$ cat src/logic/asp_pkg.sv
// Purpose: Shared constants and types for the async serial port
// Assumes: Register port addresses are the 8-bit special register space
// Notes:   Control register bit 6 is hard-wired high
//
// Summary of operation
// - 8-bit frame: start, 8 data LSB first, stop
// - 8-bit receive: data to latch, stop to ninth
// - Data buffer write starts transmission
// - Transmit-done set at stop bit start
// - Receive only while receive enable is one
// - 8-bit load needs rx-done clear, optional stop check
// - Overrun keeps first byte, drops later character
// - Load writes latch, ninth bit, rx-done together
// - Interrupt request when either done flag set
// - 9-bit frame: start, 8 data, ninth, stop
// - Transmitted ninth bit from ninth_tx_bit register
// - 9-bit receive: ninth bit stored, stop ignored
// - Multiprocessor filter loads only ninth bit one
// - Control bit 7 selects 8 or 9 bit
// - Control bit 6 reads one, ignores writes
// - Done flags cleared only by software write
// - Rx-done set when stop bit sampled
// - Data buffer read returns receive latch
// - Bit clocks are timer overflow divided two
// - Receive timer reloaded on start detection
package asp_pkg;

    // ------------------------------------------------------------
    // Register map
    // ------------------------------------------------------------
    localparam logic [7:0] ASP_ADDR_CTRL = 8'h98;
    localparam logic [7:0] ASP_ADDR_DATA = 8'h99;
    localparam logic [7:0] ASP_CTRL_RESET = 8'h40;
    localparam logic [7:0] ASP_DATA_RESET = 8'h00;

    // ------------------------------------------------------------
    // Control register fields
    // ------------------------------------------------------------
    localparam int ASP_BIT_MODE = 7;
    localparam int ASP_BIT_UNUSED = 6;
    localparam int ASP_BIT_MCE = 5;
    localparam int ASP_BIT_REN = 4;
    localparam int ASP_BIT_TB8 = 3;
    localparam int ASP_BIT_RB8 = 2;
    localparam int ASP_BIT_TI = 1;
    localparam int ASP_BIT_RI = 0;

    // ------------------------------------------------------------
    // Frame and timing
    // ------------------------------------------------------------
    localparam int ASP_DATA_BITS = 8;
    localparam logic [2:0] ASP_LAST_DATA = 3'h7;
    localparam logic [7:0] ASP_TIMER_TOP = 8'hff;
    localparam logic ASP_LINE_IDLE = 1'b1;
    localparam logic ASP_LINE_START = 1'b0;

    // ------------------------------------------------------------
    // Types
    // ------------------------------------------------------------
    typedef struct packed {
        logic [7:0] addr;
        logic wr;
        logic rd;
        logic [7:0] wdata;
    } asp_sfr_req_s;

    typedef enum logic [1:0] {
        ASP_TX_IDLE, ASP_TX_DATA, ASP_TX_NINTH, ASP_TX_STOP
    } asp_tx_state_e;

    typedef enum logic [2:0] {
        ASP_RX_IDLE, ASP_RX_START, ASP_RX_DATA, ASP_RX_NINTH, ASP_RX_STOP
    } asp_rx_state_e;

endpackage

$ cat src/logic/asp_baud_gen.sv
// Purpose: Receive copy of the 8-bit auto-reload baud timer
// Assumes: timer_tick is the one-cycle timer clock enable
// Notes:   Overflow runs at twice the bit rate; half_tick marks them
module asp_baud_gen #(
    parameter int WIDTH = 8
) (
    // Clock and reset
    input wire logic core_clk,
    input wire logic reset_n,
    // Timer control
    input wire logic timer_run,
    input wire logic timer_tick,
    input wire logic [WIDTH-1:0] reload,
    input wire logic force_reload,
    // Overflow pulse
    output logic half_tick
);
    import asp_pkg::*;

    logic [WIDTH-1:0] count_r;
    logic [WIDTH-1:0] count_nxt;
    logic top;

    assign top = count_r == {WIDTH{1'b1}};
    assign half_tick = timer_run && timer_tick && top && !force_reload;
    assign count_nxt = (force_reload || half_tick) ? reload :
        (timer_run && timer_tick) ? count_r + 1'b1 : count_r;

    always_ff @(posedge core_clk or negedge reset_n) begin
        if (!reset_n) begin
            count_r <= '0;
        end else begin
            count_r <= count_nxt;
        end
    end
endmodule

$ cat src/logic/asp_edge_det.sv
// Purpose: Falling edge detector for the receive line
// Assumes: Line input synchronous to core_clk
// Notes:   Previous level resets to idle so reset never fakes a start
module asp_edge_det (
    // Clock and reset
    input wire logic core_clk,
    input wire logic reset_n,
    // Line
    input wire logic line_in,
    output logic fall
);
    import asp_pkg::*;

    logic prev_r;

    always_ff @(posedge core_clk or negedge reset_n) begin
        if (!reset_n) begin
            prev_r <= ASP_LINE_IDLE;
        end else begin
            prev_r <= line_in;
        end
    end

    assign fall = prev_r && !line_in;
endmodule

$ cat src/logic/asp_top.sv
// Purpose: Full-duplex async serial port, 8-bit and 9-bit frames
// Assumes: Register port strobes are single-cycle and synchronous
// Notes:   Read data appears one cycle after the read strobe
module asp_top (
    // Clock and reset
    input wire logic core_clk,
    input wire logic reset_n,
    // Register port
    input asp_pkg::asp_sfr_req_s sfr_req,
    output logic [7:0] sfr_rdata,
    // Baud timer
    input wire logic timer_run,
    input wire logic timer_tick,
    input wire logic [7:0] baud_reload_value,
    input wire logic tx_timer_ovf,
    // Interrupt
    input wire logic irq_enable,
    output logic irq_req,
    // Serial lines
    input wire logic serial_rx_pin,
    output logic serial_tx_pin
);
    import asp_pkg::*;

    // ------------------------------------------------------------
    // Control register
    // ------------------------------------------------------------
    logic frame_mode_select_r;
    logic multiproc_filter_enable_r;
    logic receive_enable_bit_r;
    logic ninth_tx_bit_r;
    logic ninth_rx_bit_r;
    logic tx_done_flag_r;
    logic rx_done_flag_r;
    logic [7:0] rx_latch_r;
    logic [7:0] ctrl_view;

    logic wr_ctrl;
    logic wr_data;
    logic rd_ctrl;
    logic rd_data;

    assign wr_ctrl = sfr_req.wr && sfr_req.addr == ASP_ADDR_CTRL;
    assign wr_data = sfr_req.wr && sfr_req.addr == ASP_ADDR_DATA;
    assign rd_ctrl = sfr_req.rd && sfr_req.addr == ASP_ADDR_CTRL;
    assign rd_data = sfr_req.rd && sfr_req.addr == ASP_ADDR_DATA;

    // Bit 6 is constant one; writes to it land nowhere
    assign ctrl_view = {frame_mode_select_r, 1'b1,
        multiproc_filter_enable_r, receive_enable_bit_r,
        ninth_tx_bit_r, ninth_rx_bit_r, tx_done_flag_r,
        rx_done_flag_r};

    // ------------------------------------------------------------
    // Transmit bit clock
    // ------------------------------------------------------------
    logic tx_phase_r;
    logic tx_bit_tick;

    // Every second overflow of the shared timer is one bit time
    assign tx_bit_tick = tx_timer_ovf && tx_phase_r;

    always_ff @(posedge core_clk or negedge reset_n) begin
        if (!reset_n) begin
            tx_phase_r <= 1'b0;
        end else if (tx_timer_ovf) begin
            tx_phase_r <= !tx_phase_r;
        end
    end

    // ------------------------------------------------------------
    // Transmitter
    // ------------------------------------------------------------
    asp_tx_state_e tx_state_r;
    asp_tx_state_e tx_state_nxt;
    logic [7:0] tx_shift_r;
    logic [7:0] tx_shift_nxt;
    logic [2:0] tx_cnt_r;
    logic [2:0] tx_cnt_nxt;
    logic tx_pend_r;
    logic tx_pin_nxt;
    logic tx_start;
    logic tx_set_done;

    assign tx_start = tx_bit_tick && tx_pend_r &&
        tx_state_r == ASP_TX_IDLE;

    always_comb begin
        tx_state_nxt = tx_state_r;
        tx_shift_nxt = tx_shift_r;
        tx_cnt_nxt = tx_cnt_r;
        tx_pin_nxt = serial_tx_pin;
        tx_set_done = 1'b0;
        if (tx_bit_tick) begin
            unique case (tx_state_r)
                ASP_TX_IDLE: begin
                    tx_pin_nxt = ASP_LINE_IDLE;
                    if (tx_pend_r) begin
                        tx_pin_nxt = ASP_LINE_START;
                        tx_cnt_nxt = '0;
                        tx_state_nxt = ASP_TX_DATA;
                    end
                end
                ASP_TX_DATA: begin
                    tx_pin_nxt = tx_shift_r[0];
                    tx_shift_nxt = {1'b0, tx_shift_r[7:1]};
                    tx_cnt_nxt = tx_cnt_r + 3'h1;
                    if (tx_cnt_r == ASP_LAST_DATA) begin
                        tx_state_nxt = frame_mode_select_r ?
                            ASP_TX_NINTH : ASP_TX_STOP;
                    end
                end
                ASP_TX_NINTH: begin
                    tx_pin_nxt = ninth_tx_bit_r;
                    tx_state_nxt = ASP_TX_STOP;
                end
                ASP_TX_STOP: begin
                    tx_pin_nxt = ASP_LINE_IDLE;
                    tx_set_done = 1'b1;
                    tx_state_nxt = ASP_TX_IDLE;
                end
            endcase
        end
    end

    always_ff @(posedge core_clk or negedge reset_n) begin
        if (!reset_n) begin
            tx_state_r <= ASP_TX_IDLE;
            tx_cnt_r <= '0;
            serial_tx_pin <= ASP_LINE_IDLE;
        end else begin
            tx_state_r <= tx_state_nxt;
            tx_cnt_r <= tx_cnt_nxt;
            serial_tx_pin <= tx_pin_nxt;
        end
    end

    // A write waits for the next bit tick to start, so the start bit
    // is always a full bit wide; a later write replaces the byte.
    always_ff @(posedge core_clk or negedge reset_n) begin
        if (!reset_n) begin
            tx_shift_r <= ASP_DATA_RESET;
            tx_pend_r <= 1'b0;
        end else if (wr_data) begin
            tx_shift_r <= sfr_req.wdata;
            tx_pend_r <= 1'b1;
        end else begin
            tx_shift_r <= tx_shift_nxt;
            if (tx_start) begin
                tx_pend_r <= 1'b0;
            end
        end
    end

    // ------------------------------------------------------------
    // Receive timing
    // ------------------------------------------------------------
    logic rx_fall;
    logic rx_half_tick;
    logic rx_phase_r;
    logic rx_sample;
    logic rx_start_det;
    asp_rx_state_e rx_state_r;
    asp_rx_state_e rx_state_nxt;

    asp_edge_det u_edge (
        .core_clk(core_clk),
        .reset_n(reset_n),
        .line_in(serial_rx_pin),
        .fall(rx_fall)
    );

    assign rx_start_det = rx_fall && receive_enable_bit_r &&
        rx_state_r == ASP_RX_IDLE;

    asp_baud_gen #(.WIDTH(8)) u_rx_baud (
        .core_clk(core_clk),
        .reset_n(reset_n),
        .timer_run(timer_run),
        .timer_tick(timer_tick),
        .reload(baud_reload_value),
        .force_reload(rx_start_det),
        .half_tick(rx_half_tick)
    );

    // First overflow after the edge is half a bit in: mid start bit
    assign rx_sample = rx_half_tick && !rx_phase_r;

    always_ff @(posedge core_clk or negedge reset_n) begin
        if (!reset_n) begin
            rx_phase_r <= 1'b0;
        end else if (rx_start_det) begin
            rx_phase_r <= 1'b0;
        end else if (rx_half_tick) begin
            rx_phase_r <= !rx_phase_r;
        end
    end

    // ------------------------------------------------------------
    // Receiver
    // ------------------------------------------------------------
    logic [7:0] rx_shift_r;
    logic [7:0] rx_shift_nxt;
    logic [2:0] rx_cnt_r;
    logic [2:0] rx_cnt_nxt;
    logic rx_ninth_r;
    logic rx_ninth_nxt;
    logic rx_at_stop;
    logic rx_bit9;
    logic rx_ok;
    logic rx_load;

    assign rx_at_stop = rx_sample && rx_state_r == ASP_RX_STOP;
    // Ninth bit is the stop level in 8-bit mode, the data bit in 9-bit
    assign rx_bit9 = frame_mode_select_r ? rx_ninth_r :
        serial_rx_pin;
    // Same enable bit checks stop level or filters addresses
    assign rx_ok = !rx_done_flag_r &&
        (!multiproc_filter_enable_r || rx_bit9);
    assign rx_load = rx_at_stop && rx_ok;

    always_comb begin
        rx_state_nxt = rx_state_r;
        rx_shift_nxt = rx_shift_r;
        rx_cnt_nxt = rx_cnt_r;
        rx_ninth_nxt = rx_ninth_r;
        if (!receive_enable_bit_r) begin
            rx_state_nxt = ASP_RX_IDLE;
        end else if (rx_start_det) begin
            rx_state_nxt = ASP_RX_START;
        end else if (rx_sample) begin
            unique case (rx_state_r)
                ASP_RX_IDLE: begin
                    rx_state_nxt = ASP_RX_IDLE;
                end
                ASP_RX_START: begin
                    // Glitch shorter than half a bit is not a start
                    rx_cnt_nxt = '0;
                    rx_state_nxt = (serial_rx_pin == ASP_LINE_START) ?
                        ASP_RX_DATA : ASP_RX_IDLE;
                end
                ASP_RX_DATA: begin
                    rx_shift_nxt = {serial_rx_pin, rx_shift_r[7:1]};
                    rx_cnt_nxt = rx_cnt_r + 3'h1;
                    if (rx_cnt_r == ASP_LAST_DATA) begin
                        rx_state_nxt = frame_mode_select_r ?
                            ASP_RX_NINTH : ASP_RX_STOP;
                    end
                end
                ASP_RX_NINTH: begin
                    rx_ninth_nxt = serial_rx_pin;
                    rx_state_nxt = ASP_RX_STOP;
                end
                ASP_RX_STOP: begin
                    rx_state_nxt = ASP_RX_IDLE;
                end
            endcase
        end
    end

    always_ff @(posedge core_clk or negedge reset_n) begin
        if (!reset_n) begin
            rx_state_r <= ASP_RX_IDLE;
            rx_shift_r <= '0;
            rx_cnt_r <= '0;
            rx_ninth_r <= 1'b0;
        end else begin
            rx_state_r <= rx_state_nxt;
            rx_shift_r <= rx_shift_nxt;
            rx_cnt_r <= rx_cnt_nxt;
            rx_ninth_r <= rx_ninth_nxt;
        end
    end

    // Latch changes only on an accepted character, the ninth bit also on a control write, so
    // an overrun leaves the first byte intact for software.
    always_ff @(posedge core_clk or negedge reset_n) begin
        if (!reset_n) begin
            rx_latch_r <= ASP_DATA_RESET;
            ninth_rx_bit_r <= ASP_CTRL_RESET[ASP_BIT_RB8];
        end else if (rx_load) begin
            rx_latch_r <= rx_shift_r;
            ninth_rx_bit_r <= rx_bit9;
        end else if (wr_ctrl) begin
            ninth_rx_bit_r <= sfr_req.wdata[ASP_BIT_RB8];
        end
    end

    // ------------------------------------------------------------
    // Control register writes and done flags
    // ------------------------------------------------------------
    always_ff @(posedge core_clk or negedge reset_n) begin
        if (!reset_n) begin
            frame_mode_select_r <= ASP_CTRL_RESET[ASP_BIT_MODE];
            multiproc_filter_enable_r <= ASP_CTRL_RESET[ASP_BIT_MCE];
            receive_enable_bit_r <= ASP_CTRL_RESET[ASP_BIT_REN];
            ninth_tx_bit_r <= ASP_CTRL_RESET[ASP_BIT_TB8];
        end else if (wr_ctrl) begin
            frame_mode_select_r <= sfr_req.wdata[ASP_BIT_MODE];
            multiproc_filter_enable_r <= sfr_req.wdata[ASP_BIT_MCE];
            receive_enable_bit_r <= sfr_req.wdata[ASP_BIT_REN];
            ninth_tx_bit_r <= sfr_req.wdata[ASP_BIT_TB8];
        end
    end

    // Hardware only ever sets; a set in the clearing cycle wins
    always_ff @(posedge core_clk or negedge reset_n) begin
        if (!reset_n) begin
            tx_done_flag_r <= ASP_CTRL_RESET[ASP_BIT_TI];
            rx_done_flag_r <= ASP_CTRL_RESET[ASP_BIT_RI];
        end else begin
            if (tx_set_done) begin
                tx_done_flag_r <= 1'b1;
            end else if (wr_ctrl) begin
                tx_done_flag_r <= sfr_req.wdata[ASP_BIT_TI];
            end
            if (rx_load) begin
                rx_done_flag_r <= 1'b1;
            end else if (wr_ctrl) begin
                rx_done_flag_r <= sfr_req.wdata[ASP_BIT_RI];
            end
        end
    end

    // ------------------------------------------------------------
    // Read data and interrupt request
    // ------------------------------------------------------------
    logic [7:0] rdata_nxt;
    logic irq_nxt;

    assign rdata_nxt = rd_ctrl ? ctrl_view :
        rd_data ? rx_latch_r : 8'h00;
    assign irq_nxt = irq_enable &&
        (tx_done_flag_r || rx_done_flag_r);

    always_ff @(posedge core_clk or negedge reset_n) begin
        if (!reset_n) begin
            sfr_rdata <= 8'h00;
            irq_req <= 1'b0;
        end else begin
            sfr_rdata <= rdata_nxt;
            irq_req <= irq_nxt;
        end
    end
endmodule
$ cat config.mk
export PLATFORM = sky130hd
export DESIGN_NAME = asp_top
export DESIGN_NICKNAME = d
export VERILOG_FILES = /design/src/logic/asp_pkg.sv /design/src/logic/asp_baud_gen.sv /design/src/logic/asp_edge_det.sv /design/src/logic/asp_top.sv
export SDC_FILE = /design/constraint.sdc
export NUM_CORES = 1
export LEC_CHECK = 0
export BUFFER_PORTS_ARGS = -buffer_cell sky130_fd_sc_hd__clkbuf_2
export CAP_MARGIN = 0
export CORE_MARGIN = 1
export CORE_UTILIZATION = 35
export DETAILED_ROUTE_END_ITERATION = 16
export MAX_ROUTING_LAYER = met4
export SYNTH_ARGS = -nofsm -noshare
export SYNTH_HDL_FRONTEND = slang
export SYNTH_HIERARCHICAL = 1
export SYNTH_SLANG_ARGS = --single-unit
$ cat constraint.sdc
create_clock -name core_clk -period 5.15 [get_ports core_clk]
set_input_delay 0.7725 -clock core_clk [delete_from_list [all_inputs] [get_ports core_clk]]
set_output_delay 0.7725 -clock core_clk [all_outputs]
set_load 0.01 [all_outputs]
==> summary.txt, run 1 <==
CTS
  • CTS buffer count: 9
  • Clk root buf: clkbuf_8
  • Gates resized, CTS repair: 0
  • Clock transition at the registers of the reported paths: 0.08 ns
  • Clock sink count: 65
  • Hold_buf cts: 0
  • CTS H-Tree Depth: 3
  • Clock Tree Buf Depth: 2
  • Insertion delay to the later sink of the worst-skew pair: 0.34 ns
  • CTS tree: yes
  • Post-CTS Setup Repair Bufs: 0

Setup path
  • Worst EP arrival: 3.08 ns
  • Reg-to-Reg End: rx_shift_r[4]
  • Critical-path top delay cell: and2_1
  • Buf/Inv on CP: 1
  • Worst setup path endpoint: rx_shift_r[4]
  • Cell family with most CP delay: simple AND/OR/NAND/NOR gates
  • Reg2reg path depth: 8
  • Cell Chain, Critical Path: clkbuf_2 > nor2b_4 > nor4b_1 > and2_1 > nor3_1 > nand2b_1 > nor3b_2 > nand3b_2 > mux2_2
  • R2R setup slack: about 2.4 ns
  • Worst Setup SP: serial_rx_pin
  • Reg2reg start: u_edge/prev_r
  • Crit-path max cell delay: 0.58 ns
  • Crit path kind: input pin to register
  • CP required: between 5 and 6 ns
  • Crit start category: input pin
  • Maximum fanout along the worst path: 17
  • WP depth: 9
  • Worst Setup End Kind: register

Drt
  • Pre-antenna DRT Iters: 5
  • Routed len/inst: 14.3 um
  • DRC: 0
  • Drt first-iter violations: 67
  • Final wirelength: 6170 um
  • Routed vias/inst: 5.16
  • Via total after detailed routing: 2229
  • Final ANT Viol Nets: 0

Floorplanning
  • Core Region: 8680 um2
  • IO Pins: between 40 and 50
  • Core Rows: 34
  • Die height: a little under 100 um
  • DIE AREA: 9300 um2
  • Die Width: roughly 96 um
  • Starting Density: 36.0%

Pwr
  • Clock power frac: 30.6%
  • Sw Share: 30.8%
  • Logic gate share of total power: 19.6%
  • Worst vdd ir: 0.102 mV
  • Sw power: between 0.4 and 0.5 mW
  • Power, Total: 1.35 mW
  • Power density cells: 370 nW/um2
  • Internal power component: 0.931 mW
  • Static Leak: 1.78 nW
  • Register share of total power: 49.9%

Synthesis
  • Synth cell types: 52
  • Post-Syn Area per Cell: 11.5 um2
  • Synthesized cell area: between 3000 and 4000 um2
  • Synth warn: 6
  • Number of synthesized flops with an enable pin: 0
  • Seq/Total Area, Yosys: 52.2%
  • Post-synth top area share: between 50% and 60%
  • Synth area leader: dfrtp_1
  • Flip-flop and latch count after synthesis: 65
  • Main synth FF type: dfrtp_1
  • Top post-synthesis cells by area: dfrtp_1 (51%), mux2_2 (8.3%), ha_1 (4.0%)
  • Syn nets: 314
  • Syn Inst Count: 271
  • Asr flop ratio synth: 100%

Timing
  • Fin. max-slew vios: 0
  • Setup_tns: 0 ns
  • Max Freq: between 300 and 400 MHz
  • Actual slew at the worst max-slew pin: 0.715 ns
  • Finish-stage setup viols: 0
  • Skew final: approximately 0.0065 ns
  • Final worst-path cycle share: 55.3%
  • Fin. Hold Viols: 0
  • Unrepaired setup endpoints after global routing: false
  • Minimum clock period: ~2.8 ns
  • Rel. slew slack: 52.4%
  • Hold_ws: 0.472 ns

Placed design
  • RePlAce Congestion: 0.827
  • Cell Area, Placed: 3450 um2
  • DP HPWL: 4330 um
  • IO buf count: 42

Final layout
  • Area Growth Syn to Fin: 16.6%
  • # fillers: ~830
  • # nets final: 362
  • Inserted Diodes: 0
  • Layout cell share with drive strength beyond 1: 30.6%
  • Final instance area: roughly 3600 um2
  • Core Util, Final: 41.9%
  • Multi-input gate area: 1420 um2
  • Register area: 1630 um2

GRT
  • Vias in the first global route: 2199
  • Total track usage: between 10% and 20%
  • Largest net degree at the start of global routing: 38
  • Initial antenna violation count: 0
  • First-pass GRT wire length: 10000 um
  • GRT Residual Overflow: 0

Run status
  • Status: finished, final reports clean

Run
  • Max_cap viols: 0

Hold path
  • Hold Path Class: input pin to asynchronous set/reset pin
[cells in the final DEF (no fill, tap or decap), types with 2 or more instances in the layout]
| master | Yosys | final |
|---|---|---|
| nor4_1 | 2 | 2 |
| a22o_1 | 9 | 9 |
| o22ai_1 | 3 | 3 |
| and4bb_2 | 2 | 2 |
| a21oi_1 | 17 | 17 |
| nor2_1 | 17 | 17 |
| clkinv_4 | 0 | 2 |
| nand4_1 | 3 | 3 |
| nand3_1 | 7 | 7 |
| clkbuf_8 | 0 | 11 |
| ha_1 | 10 | 10 |
| a211oi_1 | 3 | 3 |
| clkbuf_2 | 0 | 42 |
| a31oi_1 | 4 | 4 |
| dfrtp_1 | 63 | 63 |
| nor4b_1 | 2 | 2 |
| o22a_1 | 2 | 2 |
| xor2_1 | 3 | 3 |
| dfstp_2 | 2 | 2 |
| nor3_1 | 4 | 4 |
| and2_1 | 2 | 2 |
| inv_1 | 12 | 12 |
| mux2i_1 | 11 | 11 |
| o21ai_0 | 11 | 11 |
| nor2b_1 | 7 | 7 |
| nand2_1 | 15 | 15 |
| and4_1 | 3 | 3 |
| a21boi_0 | 2 | 2 |
| mux2_2 | 23 | 23 |
| clkinvlp_4 | 0 | 3 |
| nand2b_1 | 2 | 2 |
| and3_1 | 2 | 2 |
[registers in the layout, summed over array words and instances (netlist names), 2 cells and up]
register / count
rx_cnt_r: 3
rx_latch_r: 8
u_rx_baud/count_r: 8
tx_shift_r: 8
sfr_rdata: 8
tx_state_r: 2
rx_state_r: 3
rx_shift_r: 8
tx_cnt_r: 3
[layer usage]
metal / track usage [%] / routed length (um) / vias up
met5: - / 0 / -
met4: 8.09 / 99 / 0
met3: 3.05 / 167 / 8
met2: 23.5 / 2920 / 31
met1: 18.0 / 2980 / 1095
li1: - / - / 1095
[power by group through the flow]
stage,registers (mW),clock network [mW],logic (mW)
finish,0.671,0.411,0.263
global route,0.685,0.448,0.304
CTS,0.670,0.423,0.269
detailed placement,0.679,0,0.267
global placement,0.675,0,0.257
floorplan,0.660,0,0.199
[cell usage after synthesis (4+ instances only)]
cell type / n
dfrtp_1: 63
mux2_2: 23
a21oi_1: 17
nor2_1: 17
nand2_1: 15
inv_1: 12
mux2i_1: 11
o21ai_0: 11
ha_1: 10
a22o_1: 9
nand3_1: 7
nor2b_1: 7
a31oi_1: 4
nor3_1: 4
[final cells by class]
cell class / instances / share of cell area [%]
well taps: 108 / 3.71
clock inverters: 5 / 1.10
multi-input cells: 188 / 39.1
inverters: 12 / 1.24
flip-flops and latches: 65 / 44.8
repair buffers: 43 / 5.98
clock buffers: 11 / 4.16
[worst min path at each step]
stage / startpoint / endpoint / slack (ns) / depth (start not counted)
2_1_floorplan: rx_latch_r[0] / sfr_rdata[0] / 0.46 / 1
3_5_place_dp: serial_tx_pin / serial_tx_pin / 0.47 / 2
4_1_cts: serial_tx_pin / serial_tx_pin / 0.48 / 2
5_1_grt: serial_tx_pin / serial_tx_pin / 0.50 / 2
6_report: reset_n / u_rx_baud/count_r[1] / 0.47 / 1
3_3_place_gp: serial_tx_pin / serial_tx_pin / 0.47 / 2
[logic make-up after synthesis]
kind of cell | Yosys count | synth area share (%)
flip-flops | 65 | 52.2
AO/OA/AOI/OAI | 61 | 13.4
AND/OR/NAND/NOR | 80 | 15.4
XOR/XNOR | 3 | 0.842
adder cells (fa/ha/maj) | 10 | 4.01
buffers and inverters | 18 | 2.28
multiplexers | 34 | 11.8
[metrics by stage]
step	setup WS, ns	instances
after floorplan	2.37	271
after global placement	2.02	416
after detailed placement	1.92	416
after CTS	2.29	432
after global routing	2.02	432
final	2.30	432
Power figures use the tool's default switching activity.
==> inputs of run 2 (changes only) <==
==> constraint.sdc (replaced) <==
create_clock -name core_clk -period 2.5 [get_ports core_clk]
set_input_delay 0.375 -clock core_clk [delete_from_list [all_inputs] [get_ports core_clk]]
set_output_delay 0.375 -clock core_clk [all_outputs]
set_load 0.01 [all_outputs]
==> summary.txt, run 2 (synthesis results as in run 1) <==
Pwr
  • Clock power frac: 35.9% (+5.3 points)
  • Worst vdd ir: 0.325 mV (+220%)
  • Sw Share: 28.1% (-2.7 points)
  • Power density cells: 801 nW/um2 (+120%)
  • Register share of total power: 45.8% (-4.1 points)
  • Logic gate share of total power: 18.3% (-1.3 points)
  • Internal power component: 2.17 mW (+130%)
  • Sw power: 0.849 mW (+100%)
  • Power, Total: 3.02 mW (+120%)
  • Static Leak: 1.85 nW (+4.1%)

Final layout
  • Final instance area: 3760 um2 (+3.4%)
  • Layout cell share with drive strength beyond 1: 31.8% (+1.3 points)
  • Multi-input gate area: 1420 um2 (unchanged)
  • # nets final: 371 (+2.5%)
  • Commonest non-fill, non-tap cell in the layout: dfrtp_1
  • Inserted Diodes: 0 (unchanged)
  • Area Growth Syn to Fin: 20.6%
  • Most frequent cells in the layout: dfrtp_1 (63), clkbuf_2 (42), mux2_2 (23)
  • Register area: 1630 um2 (unchanged)
  • # fillers: 855 (+2.8%)
  • Core Util, Final: 43.4% (+1.4 points)

Drt
  • Pre-antenna DRT Iters: 4 (-1)
  • DRC: 0 (unchanged)
  • Via total after detailed routing: 2226 (-0.13%)
  • Drt first-iter violations: 90 (+34%)
  • Final wirelength: 6330 um (+2.7%)
  • Routed vias/inst: 5.05 (-2.2%)
  • Routed len/inst: 14.4 um (+0.63%)
  • Final ANT Viol Nets: 0 (unchanged)

CTS
  • Gates resized, CTS repair: 0 (unchanged)
  • CTS H-Tree Depth: 3 (unchanged)
  • Clock transition at the registers of the reported paths: 0.07 ns (about the same)
  • Clock Tree Buf Depth: 2 (unchanged)
  • Clk root buf: clkbuf_8
  • CTS buffer count: 9 (unchanged)
  • Hold_buf cts: 0 (unchanged)
  • Post-CTS Setup Repair Bufs: 0 (unchanged)
  • Insertion delay to the later sink of the worst-skew pair: 0.35 ns (about the same)
  • CTS tree: yes
  • Clock sink count: 65 (unchanged)

Setup path
  • Crit path kind: register to register
  • Cell Chain, Critical Path: ha_1 > and3_4 > nand2_4 > nor3_1 > nor2b_1 > nand2_1 > a21oi_4 > mux2_2
  • CP required: 2.74 ns (-2.64 ns)
  • Crit start category: register
  • Worst EP arrival: 2.55 ns (-0.53 ns)
  • Crit-path max cell delay: 0.39 ns (-0.19 ns)
  • Buf/Inv on CP: 0 (-1)
  • Critical-path top delay cell: dfrtp_1
  • Worst Setup End Kind: register
  • Cell family with most CP delay: simple AND/OR/NAND/NOR gates
  • Maximum fanout along the worst path: 9 (-8)

Placed design
  • RePlAce Congestion: 0.792 (-4.2%)
  • DP HPWL: 4540 um (+5.0%)
  • Cell Area, Placed: 3530 um2 (+2.3%)
  • IO buf count: 42 (unchanged)

Timing
  • Minimum clock period: 2.32 ns
  • Rel. slew slack: 60.6% (+8.3 points)
  • Fin. Hold Viols: 0 (unchanged)
  • Setup_tns: 0 ns (unchanged)
  • Unrepaired setup endpoints after global routing: false
  • Max Freq: 432 MHz
  • Skew final: 0.00884 ns (+0.00229 ns)
  • Actual slew at the worst max-slew pin: 0.591 ns (-0.124 ns)
  • Fin. max-slew vios: 0 (unchanged)
  • Final worst-path cycle share: 92.6%
  • Finish-stage setup viols: 0 (unchanged)
  • Hold_ws: 0.0147 ns (-0.457 ns)

Floorplanning
  • Core Region: 8680 um2 (unchanged)
  • IO Pins: 43 (unchanged)
  • DIE AREA: 9300 um2 (unchanged)
  • Starting Density: 36.0% (unchanged)
  • Core Rows: 34 (unchanged)
  • Die Width: 96.4 um (unchanged)
  • Die height: 96.4 um (unchanged)

Run
  • Max_cap viols: 0 (unchanged)

Run status
  • Status: finished, final reports clean

GRT
  • First-pass GRT wire length: 10000 um (+0.13%)
  • Initial antenna violation count: 0 (unchanged)
  • Total track usage: 15.2% (+0.31 points)
  • GRT Residual Overflow: 0 (unchanged)
  • Largest net degree at the start of global routing: 45 (+18%)
  • Vias in the first global route: 2047 (-6.9%)

Hold path
  • Hold Path Class: input pin to asynchronous set/reset pin
-- run 2: worst paths after layout --
| kind | startpoint | to | slack [ns] | cells past startpoint |
|---|---|---|---|---|
| worst max-delay path | u_rx_baud/count_r[0] | rx_latch_r[0] | 0.18 | 8 |
| worst min-delay path | reset_n | tx_shift_r[7] | 0.01 | 1 |
| worst max register to register | u_rx_baud/count_r[0] | rx_latch_r[0] | 0.18 | 8 |
| worst min register to register | serial_tx_pin | serial_tx_pin | 0.48 | 2 |
| max in group asynchronous | reset_n | u_edge/prev_r | 1.79 | 2 |
| min in group core_clk | irq_enable | irq_req | 0.24 | 2 |
-- run 2: area by class of cell --
class / count / area share (%)
multi-input cells: 188 / 37.8
well taps: 108 / 3.59
inverters: 12 / 1.20
flip-flops and latches: 65 / 43.3
clock buffers: 11 / 3.49
clock inverters: 5 / 2.79
repair buffers: 52 / 7.91
-- run 2: metrics by stage --
| step | cells | worst slack, ns |
|---|---|---|
| after floorplan | 271 | 0.0276 |
| final | 441 | 0.185 |
| after detailed placement | 425 | 0.138 |
| after CTS | 441 | 0.176 |
| after global routing | 441 | 0.0220 |
| after global placement | 425 | 0.194 |
-- run 2: power by group through the flow --
stage	clock [mW]	sequential (mW)	combinational, mW
floorplan	0	1.36	0.409
global placement	0	1.39	0.540
detailed placement	0	1.40	0.558
CTS	1.11	1.38	0.562
global route	1.15	1.41	0.633
finish	1.08	1.38	0.553
-- run 2: routing by layer --
metal	global-route usage [%]	wire length (um)
met1	19.7	3050
met2	22.2	3020
met3	4.93	199
met4	5.88	70
met5	-	0
-- run 2: worst register-to-register path, stage by stage (launching register included) --
cell     delay (ns)
dfrtp_1        0.39
ha_1           0.18
and3_4         0.22
nand2_4        0.08
nor3_1         0.26
nor2b_1        0.25
nand2_1        0.15
a21oi_4        0.30
mux2_2         0.38
